$ cat src/rtl/hdpc_pkg.sv
// Constants, state and carrier types of the hitless phase corrector
//
// How it works
// - On reference switch or hitless return, measure and store feedback-to-reference phase gap.
// - Virtual reference is the selected reference shifted by the stored gap.
// - Offset-clear held low at least 15 ns zeroes the gap; outputs realign.
// - Realignment rate bounded by bandwidth and slope limit; shortest phase direction.
// - Offset-clear held low keeps outputs aligned; switches are then not hitless.
// - Hitless-return select governs return from freerun or holdover to normal.
// - Hitless-return low: gap not updated on return; phase drifts back.
// - Hitless-return high: gap recomputed on return to normal.
// - Reference switching is hitless unless offset-clear is held low or secondary role is selected.
// - No phase step entering holdover; at most 13 ns step on re-measured return.
// - Phase detector compares virtual reference with feedback; lock detector taps error.
// - Limiter caps output phase slope; limit chosen by secondary-role select.
// - Secondary role clears the gap, wide bandwidth, 9.5 ms/s slope limit.
// - First-order loop: 1.8 Hz primary, 922 Hz secondary, 58 Hz for 8 kHz.
// - Normal mode: oscillator locked in frequency and phase to selected reference.
// - Holdover frequency taken from sample stored 26 to 52 ms earlier.
// - While locked in normal, store frequency word every 26 ms, two alternating slots.
// - Freerun: oscillator runs from master clock alone, no correction.
// - Lock asserts only after error stays inside window for qualification time.
// - Entering holdover, lock stays high 1 s primary, 0.1 s secondary, then drops.
// - After lock drops, it stays low at least one full qualification time.
// - Entering freerun drops lock immediately.
// - State machine driven by mode, reference and hitless-return selects.
package hdpc_pkg;

	localparam int CLK_HZ = 250_000_000;
	localparam int CLK_PERIOD_PS = 4000;

	localparam int CLR_MIN_NS = 15;
	localparam int CLR_MIN_CYC = (CLR_MIN_NS * 1000 + CLK_PERIOD_PS - 1) / CLK_PERIOD_PS;
	localparam int STORE_MS = 26;
	localparam int STORE_CYC = STORE_MS * (CLK_HZ / 1000);
	localparam int HOLD_LOCK_PRI_MS = 1000;
	localparam int HOLD_LOCK_PRI_CYC = HOLD_LOCK_PRI_MS * (CLK_HZ / 1000);
	localparam int HOLD_LOCK_SEC_MS = 100;
	localparam int HOLD_LOCK_SEC_CYC = HOLD_LOCK_SEC_MS * (CLK_HZ / 1000);
	localparam int LOCK_QUAL_MS = 1000;
	localparam int LOCK_QUAL_CYC = LOCK_QUAL_MS * (CLK_HZ / 1000);
	localparam int CNT_W = 28;

	// Operating mode select codes
	localparam logic [1:0] MODE_NORMAL = 2'h0;
	localparam logic [1:0] MODE_HOLDOVER = 2'h1;
	localparam logic [1:0] MODE_FREERUN = 2'h2;
	localparam logic [1:0] MODE_AUTO = 2'h3;

	// Nominal phase increment: 2.048 MHz out of a 250 MHz clock, 32-bit accumulator
	localparam logic [31:0] NOM_INC = 32'h0218_DEF4;
	localparam logic [31:0] LOCK_WINDOW = 32'h0100_0000;

	// Phase slope limits in parts per billion
	localparam longint SLOPE_PRI_PPB = 61_000;
	localparam longint SLOPE_SEC_PPB = 9_500_000;
	localparam logic [31:0] STEP_PRI = 32'(longint'(NOM_INC) * SLOPE_PRI_PPB / 1_000_000_000);
	localparam logic [31:0] STEP_SEC = 32'(longint'(NOM_INC) * SLOPE_SEC_PPB / 1_000_000_000);

	// Loop bandwidths in mHz and the gain shifts that realise them
	localparam int BW_PRI_MHZ = 1_800;
	localparam int BW_SEC_MHZ = 922_000;
	localparam int BW_8K_MHZ = 58_000;
	localparam logic [4:0] SHIFT_PRI = 5'h10;
	localparam logic [4:0] SHIFT_SEC = 5'h07;
	localparam logic [4:0] SHIFT_8K = 5'h0B;

	typedef enum logic [3:0] {
		ST_HOLDOVER = 4'h1,
		ST_NORMAL = 4'h2,
		ST_FREERUN = 4'h4,
		ST_MEASURE = 4'h8
	} hdpc_state_type;

	typedef struct packed {
		logic primary_ref_in;
		logic secondary_ref_in;
		logic tertiary_ref_in;
	} hdpc_refs_type;

	typedef struct packed {
		logic normal;
		logic holdover;
		logic freerun;
		logic measuring;
	} hdpc_status_type;

	typedef struct packed {
		logic clr_s1;
		logic clr_s2;
		logic hrs_s1;
		logic hrs_s2;
		logic [1:0] mode_s1;
		logic [1:0] mode_s2;
		logic [2:0] clr_cnt;
		hdpc_state_type st;
		logic ref_prev;
		logic [1:0] ref_sel_prev;
		logic [31:0] offset;
		logic [31:0] dco_phase;
		logic [31:0] freq_word;
		logic signed [31:0] err;
		logic [31:0] slot0;
		logic [31:0] slot1;
		logic slot_ptr;
		logic [CNT_W-1:0] store_cnt;
		logic lock;
		logic [CNT_W-1:0] lock_cnt;
		logic [CNT_W-1:0] hold_cnt;
		logic dco_clk;
	} hdpc_regs_type;

endpackage

$ cat src/rtl/hdpc_corrector.sv
// Phase offset corrector, loop, oscillator control and lock indicator
`timescale 1ns/100ps
module hdpc_corrector #(
	parameter int STORE_CYCLES = hdpc_pkg::STORE_CYC,
	parameter int HOLD_LOCK_PRI_CYCLES = hdpc_pkg::HOLD_LOCK_PRI_CYC,
	parameter int HOLD_LOCK_SEC_CYCLES = hdpc_pkg::HOLD_LOCK_SEC_CYC,
	parameter int LOCK_QUAL_CYCLES = hdpc_pkg::LOCK_QUAL_CYC,
	parameter logic [31:0] LOCK_WINDOW_WIDTH = hdpc_pkg::LOCK_WINDOW
) (
	input wire logic i_clk,
	input wire logic i_reset,
	input wire hdpc_pkg::hdpc_refs_type i_refs,
	input wire logic [1:0] i_reference_sel,
	input wire logic [1:0] i_operating_mode_sel,
	input wire logic i_hitless_return_sel,
	input wire logic i_secondary_role_sel,
	input wire logic i_phase_offset_clear_n,
	input wire logic i_ref_fail,
	input wire logic i_ref_is_8khz,
	output logic o_lock,
	output hdpc_pkg::hdpc_status_type o_status,
	output logic o_dco_clk,
	output logic [31:0] o_freq_word,
	output logic [31:0] o_phase_offset
);
	import hdpc_pkg::*;

	hdpc_regs_type r_reg;
	hdpc_regs_type r_next;
	logic ref_now;
	logic ref_edge;
	logic clear_now;
	logic want_normal;
	logic [4:0] shift;
	logic signed [31:0] step;
	logic signed [31:0] corr;
	logic signed [31:0] err_abs;
	logic [CNT_W-1:0] hold_limit;

	////////////////////////////////////////////////////////////////////////
	always_comb begin
		r_next = r_reg;
		// Two-stage synchronisers, first stage feeds only the second
		r_next.clr_s1 = i_phase_offset_clear_n;
		r_next.clr_s2 = r_reg.clr_s1;
		r_next.hrs_s1 = i_hitless_return_sel;
		r_next.hrs_s2 = r_reg.hrs_s1;
		r_next.mode_s1 = i_operating_mode_sel;
		r_next.mode_s2 = r_reg.mode_s1;

		// Pulses shorter than the minimum width are ignored
		if (r_reg.clr_s2) begin
			r_next.clr_cnt = 3'h0;
		end else if (r_reg.clr_cnt != 3'(CLR_MIN_CYC)) begin
			r_next.clr_cnt = r_reg.clr_cnt + 3'h1;
		end
		clear_now = (r_reg.clr_cnt == 3'(CLR_MIN_CYC));

		unique case (i_reference_sel)
			2'h1: ref_now = i_refs.secondary_ref_in;
			2'h2: ref_now = i_refs.tertiary_ref_in;
			default: ref_now = i_refs.primary_ref_in;
		endcase
		ref_edge = ref_now & ~r_reg.ref_prev;
		r_next.ref_prev = ref_now;
		r_next.ref_sel_prev = i_reference_sel;

		// Wide loop in secondary role, narrowed further for 8 kHz references
		if (!i_secondary_role_sel) begin
			shift = SHIFT_PRI;
			step = STEP_PRI;
		end else begin
			shift = i_ref_is_8khz ? SHIFT_8K : SHIFT_SEC;
			step = STEP_SEC;
		end
		corr = r_reg.err >>> shift;
		if (corr > step) begin
			corr = step;
		end else if (corr < -step) begin
			corr = -step;
		end
		err_abs = r_reg.err[31] ? -r_reg.err : r_reg.err;
		hold_limit = i_secondary_role_sel ? CNT_W'(HOLD_LOCK_SEC_CYCLES - 1) : CNT_W'(HOLD_LOCK_PRI_CYCLES - 1);
		want_normal = (r_reg.mode_s2 == MODE_NORMAL || r_reg.mode_s2 == MODE_AUTO) && !i_ref_fail;

		// Freerun ignores the frequency word entirely
		r_next.dco_phase = r_reg.dco_phase + ((r_reg.st == ST_FREERUN) ? NOM_INC : r_reg.freq_word);
		r_next.dco_clk = r_reg.dco_phase[31];

		unique case (r_reg.st)
			ST_HOLDOVER, ST_FREERUN: begin
				if (r_reg.st == ST_HOLDOVER && r_reg.hold_cnt != hold_limit) begin
					r_next.hold_cnt = r_reg.hold_cnt + CNT_W'(1);
				end
				if (r_reg.st == ST_HOLDOVER && r_reg.hold_cnt == hold_limit) begin
					r_next.lock = 1'b0;
					r_next.lock_cnt = '0;
				end
				if (r_reg.mode_s2 == MODE_FREERUN) begin
					r_next.st = ST_FREERUN;
					r_next.lock = 1'b0;
					r_next.lock_cnt = '0;
				end else if (want_normal) begin
					// Low select keeps the old gap so phase walks back
					r_next.st = r_reg.hrs_s2 ? ST_MEASURE : ST_NORMAL;
				end else if (r_reg.mode_s2 == MODE_HOLDOVER) begin
					r_next.st = ST_HOLDOVER;
				end
			end
			ST_NORMAL, ST_MEASURE: begin
				if (r_reg.mode_s2 == MODE_FREERUN) begin
					r_next.st = ST_FREERUN;
					r_next.lock = 1'b0;
					r_next.lock_cnt = '0;
				end else if (!want_normal) begin
					// Older slot is 26 to 52 ms old; phase continues without a step
					r_next.st = ST_HOLDOVER;
					r_next.hold_cnt = '0;
					r_next.freq_word = r_reg.slot_ptr ? r_reg.slot1 : r_reg.slot0;
				end else if (r_reg.st == ST_MEASURE) begin
					if (ref_edge) begin
						r_next.offset = r_reg.dco_phase;
						r_next.st = ST_NORMAL;
					end
				end else if (i_reference_sel != r_reg.ref_sel_prev) begin
					r_next.st = ST_MEASURE;
				end else begin
					if (ref_edge) begin
						// Wrapping difference picks the shortest way round
						r_next.err = $signed(r_reg.dco_phase - r_reg.offset);
						r_next.freq_word = r_reg.freq_word + 32'(corr);
					end
					if (err_abs >= $signed(LOCK_WINDOW_WIDTH)) begin
						r_next.lock_cnt = '0;
					end else if (r_reg.lock_cnt != CNT_W'(LOCK_QUAL_CYCLES)) begin
						r_next.lock_cnt = r_reg.lock_cnt + CNT_W'(1);
					end
					if (r_reg.lock_cnt == CNT_W'(LOCK_QUAL_CYCLES)) begin
						r_next.lock = 1'b1;
					end
					if (r_reg.lock) begin
						if (r_reg.store_cnt == CNT_W'(STORE_CYCLES - 1)) begin
							r_next.store_cnt = '0;
							r_next.slot_ptr = ~r_reg.slot_ptr;
							if (r_reg.slot_ptr) begin
								r_next.slot1 = r_reg.freq_word;
							end else begin
								r_next.slot0 = r_reg.freq_word;
							end
						end else begin
							r_next.store_cnt = r_reg.store_cnt + CNT_W'(1);
						end
					end
				end
			end
		endcase

		// Held-low clear keeps the gap at zero, so switches are not hitless
		if (clear_now || i_secondary_role_sel) begin
			r_next.offset = '0;
		end
	end

	////////////////////////////////////////////////////////////////////////
	always_ff @(posedge i_clk) begin
		if (i_reset) begin
			r_reg <= '0;
			r_reg.clr_s1 <= 1'b1;
			r_reg.clr_s2 <= 1'b1;
			r_reg.st <= ST_HOLDOVER;
			r_reg.freq_word <= NOM_INC;
			r_reg.slot0 <= NOM_INC;
			r_reg.slot1 <= NOM_INC;
		end else begin
			r_reg <= r_next;
		end
	end

	assign o_lock = r_reg.lock;
	assign o_dco_clk = r_reg.dco_clk;
	assign o_freq_word = r_reg.freq_word;
	assign o_phase_offset = r_reg.offset;
	assign o_status.normal = r_reg.st[1];
	assign o_status.holdover = r_reg.st[0];
	assign o_status.freerun = r_reg.st[2];
	assign o_status.measuring = r_reg.st[3];
endmodule

$ cat config.mk
export PLATFORM = sky130hd
export DESIGN_NAME = hdpc_corrector
export DESIGN_NICKNAME = d
export VERILOG_FILES = /design/src/rtl/hdpc_pkg.sv /design/src/rtl/hdpc_corrector.sv
export SDC_FILE = /design/constraint.sdc
export NUM_CORES = 1
export LEC_CHECK = 0
export ABC_AREA = 1
export BUFFER_PORTS_ARGS = -buffer_cell sky130_fd_sc_hd__buf_2
export CELL_PAD_IN_SITES_DETAIL_PLACEMENT = 0
export CELL_PAD_IN_SITES_GLOBAL_PLACEMENT = 1
export CORE_MARGIN = 8
export CORE_UTILIZATION = 35
export DETAILED_ROUTE_END_ITERATION = 6
export PLACE_DENSITY = 0.61
export SYNTH_ARGS = -nofsm -noshare
export SYNTH_HDL_FRONTEND = slang
export SYNTH_SLANG_ARGS = --single-unit
$ cat constraint.sdc
create_clock -name i_clk -period 7.36 [get_ports i_clk]
set_input_delay 1.104 -clock i_clk [delete_from_list [all_inputs] [get_ports i_clk]]
set_output_delay 1.104 -clock i_clk [all_outputs]
set_load 0.01 [all_outputs]
==> flow_metrics.tcl, run 1 <==
set metrics [dict create \
    crit_top_cell "nand2_1" \
    cts.sinks 297 \
    ys_ff_latch 297 \
    slowest_delay_ns 0.48 \
    syn_area_mm2 0.02047 \
    setup_viol 0 \
    peakVddDrop_uv 197.1 \
    async_reset_ff_frac 0 \
    first_pass_iters 7 \
    hp-class "flip-flop to flip-flop" \
    grt_pass1_wl_um 112700 \
    std_cell_rows 88 \
    numCtsBuffers 41 \
    grt_pass1_vias 19660 \
    p_sw_mw 1.923 \
    cts_htree_levels 2 \
    slew_headroom 0.3529 \
    nets 3215 \
    crit_arrival_ns 6.69 \
    syn-num-nets 3240 \
    fill_cells 6315 \
    critPathTopFamily "compound AO/OA/AOI/OAI gates" \
    pin_count 84 \
    drv_cap 0 \
    globalplace.congestion 0.9274 \
    path_class "primary input to flip-flop" \
    period_minus_slack_ns 6.215 \
    grt_max_degree 75 \
    crit_start "i_secondary_role_sel" \
    power_frac_clock 0.389 \
    placeableCoreArea_mm2 0.05781 \
    route.detailed.drc 0 \
    leakagePower_nw 9.819 \
    drtIter0Drc 1375 \
    yosysTopAreaCellShare 0.2905 \
    routed_via_density 5.276 \
    die_area_mm2 0.06647 \
    dieHeight_um 257.8 \
    wl_per_cell_um 18.89 \
    cts_tree "yes" \
    start_util 0.3541 \
    endpoint_kind "flip-flop" \
    yosysMostFrequentCell "nand2_1" \
    hold_viol_final 0 \
    post-dp-hpwl_um 56530 \
    slew_violations 0 \
    finalCritPeriodShare 0.8444 \
    synth_flop_cell "dfxtp_1" \
    syn_inst 3103 \
    ys_warn_count 0 \
    worst_ep_required_time_ns 7.84 \
    io_buffers 83 \
    cts_hold_buffers 0 \
    intPower_mw 3.434 \
    status "completed" \
    crit_slowest_cell "ha_1" \
    critPathMaxFanout 21 \
    root_buffer "clkbuf_16" \
    ys_top_cells_by_area "dfxtp_1 (29%), nand2_1 (9.7%), nor2_1 (7.4%)" \
    r2r-start "r_reg[182]" \
    synth_cell_types 58 \
    hp-start "r_next[295]" \
    overflow 0 \
    crit_buf_inv 5 \
    antenna_found_initial 0 \
    total_power_mw 5.357 \
    synth.largest_area_cell "dfxtp_1" \
    tightest_slew_ns 0.9672 \
    grt_setup_unrepaired "false" \
    powerDensity_mw_per_mm2 239.0 \
    p_comb_frac 0.276 \
    grtUsageTotal 0.2117 \
    synth_common_cells "nand2_1 (531), nor2_1 (401), inv_1 (376)" \
    ys_seq_area_frac 0.2905 \
    setup_total_negative_slack_ns 0 \
    fin_skew_ns 0.03728 \
    cts_resized 0 \
    clock_path_buffers 3 \
    syn_to_final_growth_pct 9.500 \
    syn_area_per_cell_um2 6.596 \
    die_x_um 257.8 \
    clk_pin_slew_ns 0.06 \
    finalWirelength_um 73190 \
    cts_setup_buffers 0 \
    vias 20445 \
    largest_reg_flops 222 \
    ant_nets 0 \
    power.share.sequential 0.335 \
    synth_edf_count 0 \
    drive_gt1_frac 0.07784 \
    start_kind "primary input" \
    clock.fmax_mhz 160.9 \
    clk_latency_ns 0.58 \
    p_sw_frac 0.3590 \
]
-- logic make-up after synthesis --
| group | synth area share |
|---|---|
| AO/OA/AOI/OAI | 0.2075 |
| XOR/XNOR | 0.02011 |
| adder cells (fa/ha/maj) | 0.07629 |
| buffers and inverters | 0.1219 |
| flip-flops | 0.2905 |
| AND/OR/NAND/NOR | 0.2837 |
-- metal layers --
layer | up-vias | part of all wire | GRT usage
li1 | 10340 | - | -
met1 | 9515 | 0.48 | 0.2863
met2 | 466 | 0.44 | 0.3409
met3 | 124 | 0.043 | 0.03072
met4 | 0 | 0.034 | 0.07577
met5 | - | 0 | 0
-- worst reg2reg max path, stage by stage, from the launching register on --
cell	delay, ns
dfxtp_1	0.76
nand2_1	0.21
o21ai_0	0.15
inv_1	0.14
nor4_1	0.47
nand3_1	0.12
nor2_1	0.13
a32oi_1	0.08
ha_1	0.48
clkinv_1	0.30
o21ai_1	0.29
nor2_1	0.07
nor2_1	0.12
inv_1	0.06
ha_1	0.35
a21oi_1	0.17
o21a_1	0.13
nand2_1	0.15
a21oi_1	0.22
inv_1	0.14
nand4_1	0.10
nand4_1	0.11
o21ai_0	0.36
o21ai_0	0.15
nand2_1	0.08
nand2_1	0.04
-- power by group through the flow --
stage / Sequential [mW] / Combinational, mW / Clock, mW
final: 1.79 / 1.48 / 2.08
after global routing: 1.80 / 1.67 / 2.21
after CTS: 1.80 / 1.47 / 2.16
after detailed placement: 1.84 / 1.46 / 0
after global placement: 1.84 / 1.46 / 0
after floorplan: 1.75 / 1.10 / 0
-- cell usage in the layout, fill, tap and decap left out, types with 14 or more instances in the layout --
cell type,synthesis,layout
clkbuf_16,0,42
dfxtp_1,297,297
or2_2,15,15
o21a_1,14,14
nor4_1,27,27
inv_1,376,375
o21ai_0,237,237
a211oi_1,66,66
buf_4,77,21
a31oi_1,23,23
ha_1,120,120
buf_2,20,82
o211ai_1,39,39
nand4_1,66,66
nand2_1,531,531
a21oi_1,296,295
nor2_1,401,399
xor2_1,29,29
nor3_1,71,71
nand3_1,166,166
xnor2_1,18,18
-- layout make-up --
class,count,area [um^2],area share
Multi-Input combinational cell,2243,12040,0.5373
Sequential cell,297,5946,0.2653
Inverter,392,1473,0.06571
Clock buffer,59,1205,0.05376
Tap cell,765,957.2,0.04271
Timing Repair Buffer,103,568.0,0.02535
Clock inverter,15,217.7,0.009714
Antenna cell,1,2.502,0.0001117
-- final timing paths --
check / depth (start not counted) / to / slack, ns
max: 29 / o_freq_word[25] / 1.15
min: 1 / r_reg[295] / 0.41
max reg2reg: 25 / o_freq_word[25] / 1.88
min reg2reg: 1 / r_reg[295] / 0.41
-- through the flow --
| step | worst slack, ns | hold WS (ns) | util | instances | cell area, um^2 |
|---|---|---|---|---|---|
| floorplan | 2.078 | 0.3883 | - | 3103 | 20470 |
| global placement | 0.7789 | 0.3989 | 0.3631 | 3800 | 20990 |
| detailed placement | 0.6578 | 0.4028 | 0.3631 | 3800 | 20990 |
| CTS | 1.254 | 0.4161 | 0.3877 | 3874 | 22410 |
| global route | 0.6988 | 0.4336 | 0.3877 | 3874 | 22410 |
| finish | 1.145 | 0.4128 | 0.3877 | 3875 | 22410 |
Power figures use the tool's default switching activity.
==> inputs of run 2 (changes only) <==
==> constraint.sdc (replaced) <==
create_clock -name i_clk -period 6.4 [get_ports i_clk]
set_input_delay 0.96 -clock i_clk [delete_from_list [all_inputs] [get_ports i_clk]]
set_output_delay 0.96 -clock i_clk [all_outputs]
set_load 0.01 [all_outputs]
==> flow_metrics.tcl, run 2 (synthesized netlist as in run 1, its figures left out) <==
set metrics [dict create \
    grtUsageTotal 0.2103 \
    cts_setup_buffers 0 \
    grt_max_degree 81 \
    p_comb_frac 0.276 \
    drv_cap 0 \
    clock.fmax_mhz 176.9 \
    syn_to_final_growth_pct 9.537 \
    peakVddDrop_uv 239.3 \
    die_area_mm2 0.06647 \
    io_buffers 83 \
    nets 3222 \
    first_pass_iters 5 \
    routed_via_density 5.259 \
    clk_pin_slew_ns 0.06 \
    clock_path_buffers 3 \
    drive_gt1_frac 0.07991 \
    post-dp-hpwl_um 55510 \
    hold_viol_final 0 \
    whs_path_depth 2 \
    fin_skew_ns 0.02641 \
    finalWirelength_um 72380 \
    r2r_slack_ns 0.88 \
    start_kind "primary input" \
    intPower_mw 3.921 \
    cts_htree_levels 2 \
    slew_headroom 0.3301 \
    setup_viol 0 \
    grt_setup_unrepaired "false" \
    detailedPlace.worstSlack_ns 0.2230 \
    power_frac_clock 0.387 \
    holdPathEnd "r_reg[289]" \
    r2r-start "r_reg[182]" \
    crit_top_cell "nand2_1" \
    start_util 0.3541 \
    setup_total_negative_slack_ns 0 \
    hp-start "r_next[289]" \
    cts_hold_buffers 0 \
    pin_count 84 \
    crit_slowest_cell "ha_1" \
    finalCritPeriodShare 0.8831 \
    cts.sinks 297 \
    overflow 0 \
    crit_arrival_ns 6.10 \
    worst_ep_required_time_ns 6.85 \
    numCtsBuffers 40 \
    route.detailed.drc 0 \
    hp-class "flip-flop to flip-flop" \
    tightest_slew_ns 1.005 \
    timing.rr.end "o_freq_word[22]" \
    final_core_util 0.3878 \
    globalplace.congestion 0.9529 \
    cts_tree "yes" \
    largest_reg_flops 222 \
    grt_pass1_vias 19535 \
    vias 20415 \
    path_class "primary input to flip-flop" \
    placeableCoreArea_mm2 0.05781 \
    wl_per_cell_um 18.64 \
    ant_nets 0 \
    leakagePower_nw 9.838 \
    powerDensity_mw_per_mm2 272.7 \
    total_power_mw 6.114 \
    slowest_delay_ns 0.44 \
    final_common_cell "nand2_1" \
    drtIter0Drc 1361 \
    grt_pass1_wl_um 112900 \
    std_cell_rows 88 \
    critPathMaxFanout 22 \
    period_minus_slack_ns 5.652 \
    slew_violations 0 \
    stdcell_count 3882 \
    dieHeight_um 257.8 \
    antenna_found_initial 2 \
    fin_ws_ns 0.7482 \
    worstRegToRegCells 27 \
    power.share.sequential 0.337 \
    endpoint_kind "flip-flop" \
    die_x_um 257.8 \
    p_sw_mw 2.193 \
    p_sw_frac 0.3587 \
    root_buffer "clkbuf_16" \
    cts_resized 0 \
    clk_latency_ns 0.58 \
    placed_cells 3808 \
    final_cell_mix "nand2_1 (531), nor2_1 (399), inv_1 (375), dfxtp_1 (297), a21oi_1 (295)" \
    status "completed" \
]
## run 2: changes by cell type in the layout (fill, tap and decap cells not counted), moves of 2 or more
cell,before,now
buf_4,21,29
clkbuf_8,9,6
clkinv_2,5,9
clkinv_4,3,1
inv_6,0,2
## run 2: how the worst max path moves through the flow
stage                           end  slack [ns]  cells after the start                  from
finish              o_freq_word[22]        0.75                     33  i_secondary_role_sel
global route        o_freq_word[22]        0.28                     29         i_ref_is_8khz
global placement    o_freq_word[31]        0.32                     30  i_secondary_role_sel
detailed placement  o_freq_word[22]        0.22                     33  i_secondary_role_sel
floorplan           o_freq_word[22]        1.26                     29  i_secondary_role_sel
CTS                 o_freq_word[22]        0.85                     33  i_secondary_role_sel
## run 2: power groups by stage
stage | clock (mW) | combinational, mW | sequential, mW
4_1_cts | 2.45 | 1.68 | 2.07
2_1_floorplan | 0 | 1.26 | 2.02
3_3_place_gp | 0 | 1.67 | 2.11
6_report | 2.37 | 1.69 | 2.06
3_5_place_dp | 0 | 1.67 | 2.11
5_1_grt | 2.52 | 1.91 | 2.07
## run 2: stage by stage
stage | instance area, um^2 | hold WS [ns]
6_report | 22420 | 0.4052
5_1_grt | 22420 | 0.4192
4_1_cts | 22420 | 0.4090
3_5_place_dp | 21050 | 0.3989
3_3_place_gp | 21050 | 0.3974
2_1_floorplan | 20470 | 0.3883
## run 2: area by class of cell
cell class / instances / area, um^2
well taps: 765 / 957.2
inverters: 392 / 1473
fillers: 6293 / 35390
diodes: 1 / 2.502
multi-input cells: 2243 / 12040
clock buffers: 55 / 1139
clock inverters: 18 / 231.5
flip-flops and latches: 297 / 5946
repair buffers: 111 / 628.1
## run 2: worst max-delay path: cells and delay by family
kind	cells	cell delay, ns
buffers and inverters	6	1.25
and+or+nand+nor	18	2.03
adders and majority gates	3	1.12
AOI/OAI and AO/OA	6	0.71
## run 2: per-layer routing
layer  GRT usage  wire [um]  vias to the layer above
li1            -          -                    10352
met1      0.2903      34790                     9501
met2      0.3443      32920                      468
met3     0.02672       3120                       94
met4     0.05359       1545                        0
met5           0          0                        -
==> inputs of run 3 (changes only) <==
--- a/config.mk
+++ b/config.mk
@@ -6,7 +6,7 @@
 export NUM_CORES = 1
 export LEC_CHECK = 0
 export ABC_AREA = 1
-export BUFFER_PORTS_ARGS = -buffer_cell sky130_fd_sc_hd__buf_2
+export BUFFER_PORTS_ARGS = -buffer_cell sky130_fd_sc_hd__buf_4
 export CELL_PAD_IN_SITES_DETAIL_PLACEMENT = 0
 export CELL_PAD_IN_SITES_GLOBAL_PLACEMENT = 1
 export CORE_MARGIN = 8
==> flow_metrics.tcl, run 3 (synthesized netlist as in run 1, its figures left out) <==
set metrics [dict create \
    status "completed" \
    grt_pass1_wl_um 113400 \
    slowest_delay_ns 0.46 \
    powerDensity_mw_per_mm2 263.5 \
    pin_count 84 \
    cts_hold_buffers 0 \
    crit_arrival_ns 6.06 \
    hp-class "flip-flop to flip-flop" \
    clock.fmax_mhz 178.0 \
    routed_via_density 5.263 \
    r2r_slack_ns 1.10 \
    post-dp-hpwl_um 56280 \
    critPathMaxFanout 22 \
    std_cell_rows 88 \
    whs_ns 0.4107 \
    intPower_mw 3.727 \
    clk_pin_slew_ns 0.06 \
    slew_headroom 0.2489 \
    p_sw_frac 0.3697 \
    diodes 0 \
    worst_ep_required_time_ns 6.84 \
    final_core_util 0.3882 \
    cts_setup_buffers 0 \
    numCtsBuffers 39 \
    path_class "primary input to flip-flop" \
    placeableCoreArea_mm2 0.05781 \
    tightest_slew_ns 1.124 \
    crit_buf_inv 6 \
    fin_skew_ns 0.03090 \
    crit_start "i_secondary_role_sel" \
    final_cell_mix "nand2_1 (531), nor2_1 (399), inv_1 (375), dfxtp_1 (297), a21oi_1 (295)" \
    grtUsageTotal 0.2120 \
    largest_reg_flops 222 \
    drive_gt1_frac 0.07638 \
    hold_viol_final 0 \
    timing.rr.end "o_freq_word[22]" \
    root_buffer "clkbuf_16" \
    cts_htree_levels 2 \
    setup_total_negative_slack_ns 0 \
    die_x_um 257.8 \
    leakagePower_nw 9.778 \
    route.detailed.drc 0 \
    start_util 0.3541 \
    crit_end "o_freq_word[22]" \
    start_kind "primary input" \
    syn_to_final_growth_pct 9.641 \
    ant_nets 0 \
    finalWirelength_um 73110 \
    r2r-start "r_reg[175]" \
    nets 3215 \
    crit_cells 28 \
    io_buffers 83 \
    p_sw_mw 2.186 \
    power.share.sequential 0.351 \
    whs_path_depth 1 \
    endpoint_kind "flip-flop" \
    p_comb_frac 0.288 \
    hp-start "r_next[295]" \
    multi_input_area_mm2 0.01204 \
    die_area_mm2 0.06647 \
    overflow 0 \
    power_frac_clock 0.361 \
    antenna_found_initial 1 \
    drv_cap 0 \
    peakVddDrop_uv 257.0 \
    finalCritPeriodShare 0.8779 \
    critPathTopFamily "simple AND/OR/NAND/NOR gates" \
    cts_tree "yes" \
    crit_slowest_cell "nor4_1" \
    cts_resized 0 \
    wl_per_cell_um 18.90 \
    setup_viol 0 \
    drtIter0Drc 1413 \
    total_power_mw 5.913 \
    worstRegToRegCells 26 \
    slew_violations 0 \
    clock_path_buffers 3 \
    final_common_cell "nand2_1" \
    crit_top_cell "nand3_1" \
    cts.sinks 297 \
    vias 20359 \
    grt_max_degree 81 \
    register_area_mm2 0.005946 \
    dieHeight_um 257.8 \
    grt_pass1_vias 19434 \
    globalplace.congestion 0.9211 \
    first_pass_iters 5 \
    fill_cells 6277 \
    grt_setup_unrepaired "false" \
    period_minus_slack_ns 5.618 \
    clk_latency_ns 0.58 \
]
## run 3: cell types whose count changed in the layout (fill, tap and decap cells not counted), sizes merged
cell	delta
buf	-6
clkinvlp	-1
diode	-1
bufinv	-4
clkbuf	-2
## run 3: cell type report
class,count,area share
clock inverters,13,0.006078
flip-flops and latches,297,0.2650
inverters,392,0.06557
clock buffers,53,0.04895
multi-input cells,2243,0.5367
well taps,765,0.04265
repair buffers,105,0.03513
## run 3: stage by stage
| stage | instance area (um^2) | worst slack, ns | instances |
|---|---|---|---|
| floorplan | 20470 | 1.262 | 3103 |
| global placement | 21210 | 0.3977 | 3802 |
| detailed placement | 21210 | 0.3206 | 3802 |
| CTS | 22440 | 0.9206 | 3868 |
| global route | 22440 | 0.3067 | 3868 |
| finish | 22440 | 0.7816 | 3868 |
## run 3: worst min-delay path by stage
stage	endpoint	slack [ns]
2_1_floorplan	r_reg[289]	0.39
3_3_place_gp	r_reg[295]	0.40
3_5_place_dp	r_reg[295]	0.40
4_1_cts	r_reg[295]	0.41
5_1_grt	r_reg[295]	0.41
6_report	r_reg[295]	0.41
## run 3: layer usage
layer / track usage / routed length, um / vias to the layer above
li1: - / - / 10351
met1: 0.2959 / 35710 / 9479
met2: 0.3436 / 32770 / 435
met3: 0.02243 / 2763 / 94
met4: 0.06062 / 1870 / 0
met5: 0 / 0 / -
## run 3: power by group through the flow
stage / sequential [mW] / clock [mW] / combinational, mW
2_1_floorplan: 2.02 / 0 / 1.26
3_3_place_gp: 2.12 / 0 / 1.69
3_5_place_dp: 2.12 / 0 / 1.69
4_1_cts: 2.08 / 2.21 / 1.70
5_1_grt: 2.07 / 2.28 / 1.92
6_report: 2.07 / 2.13 / 1.71
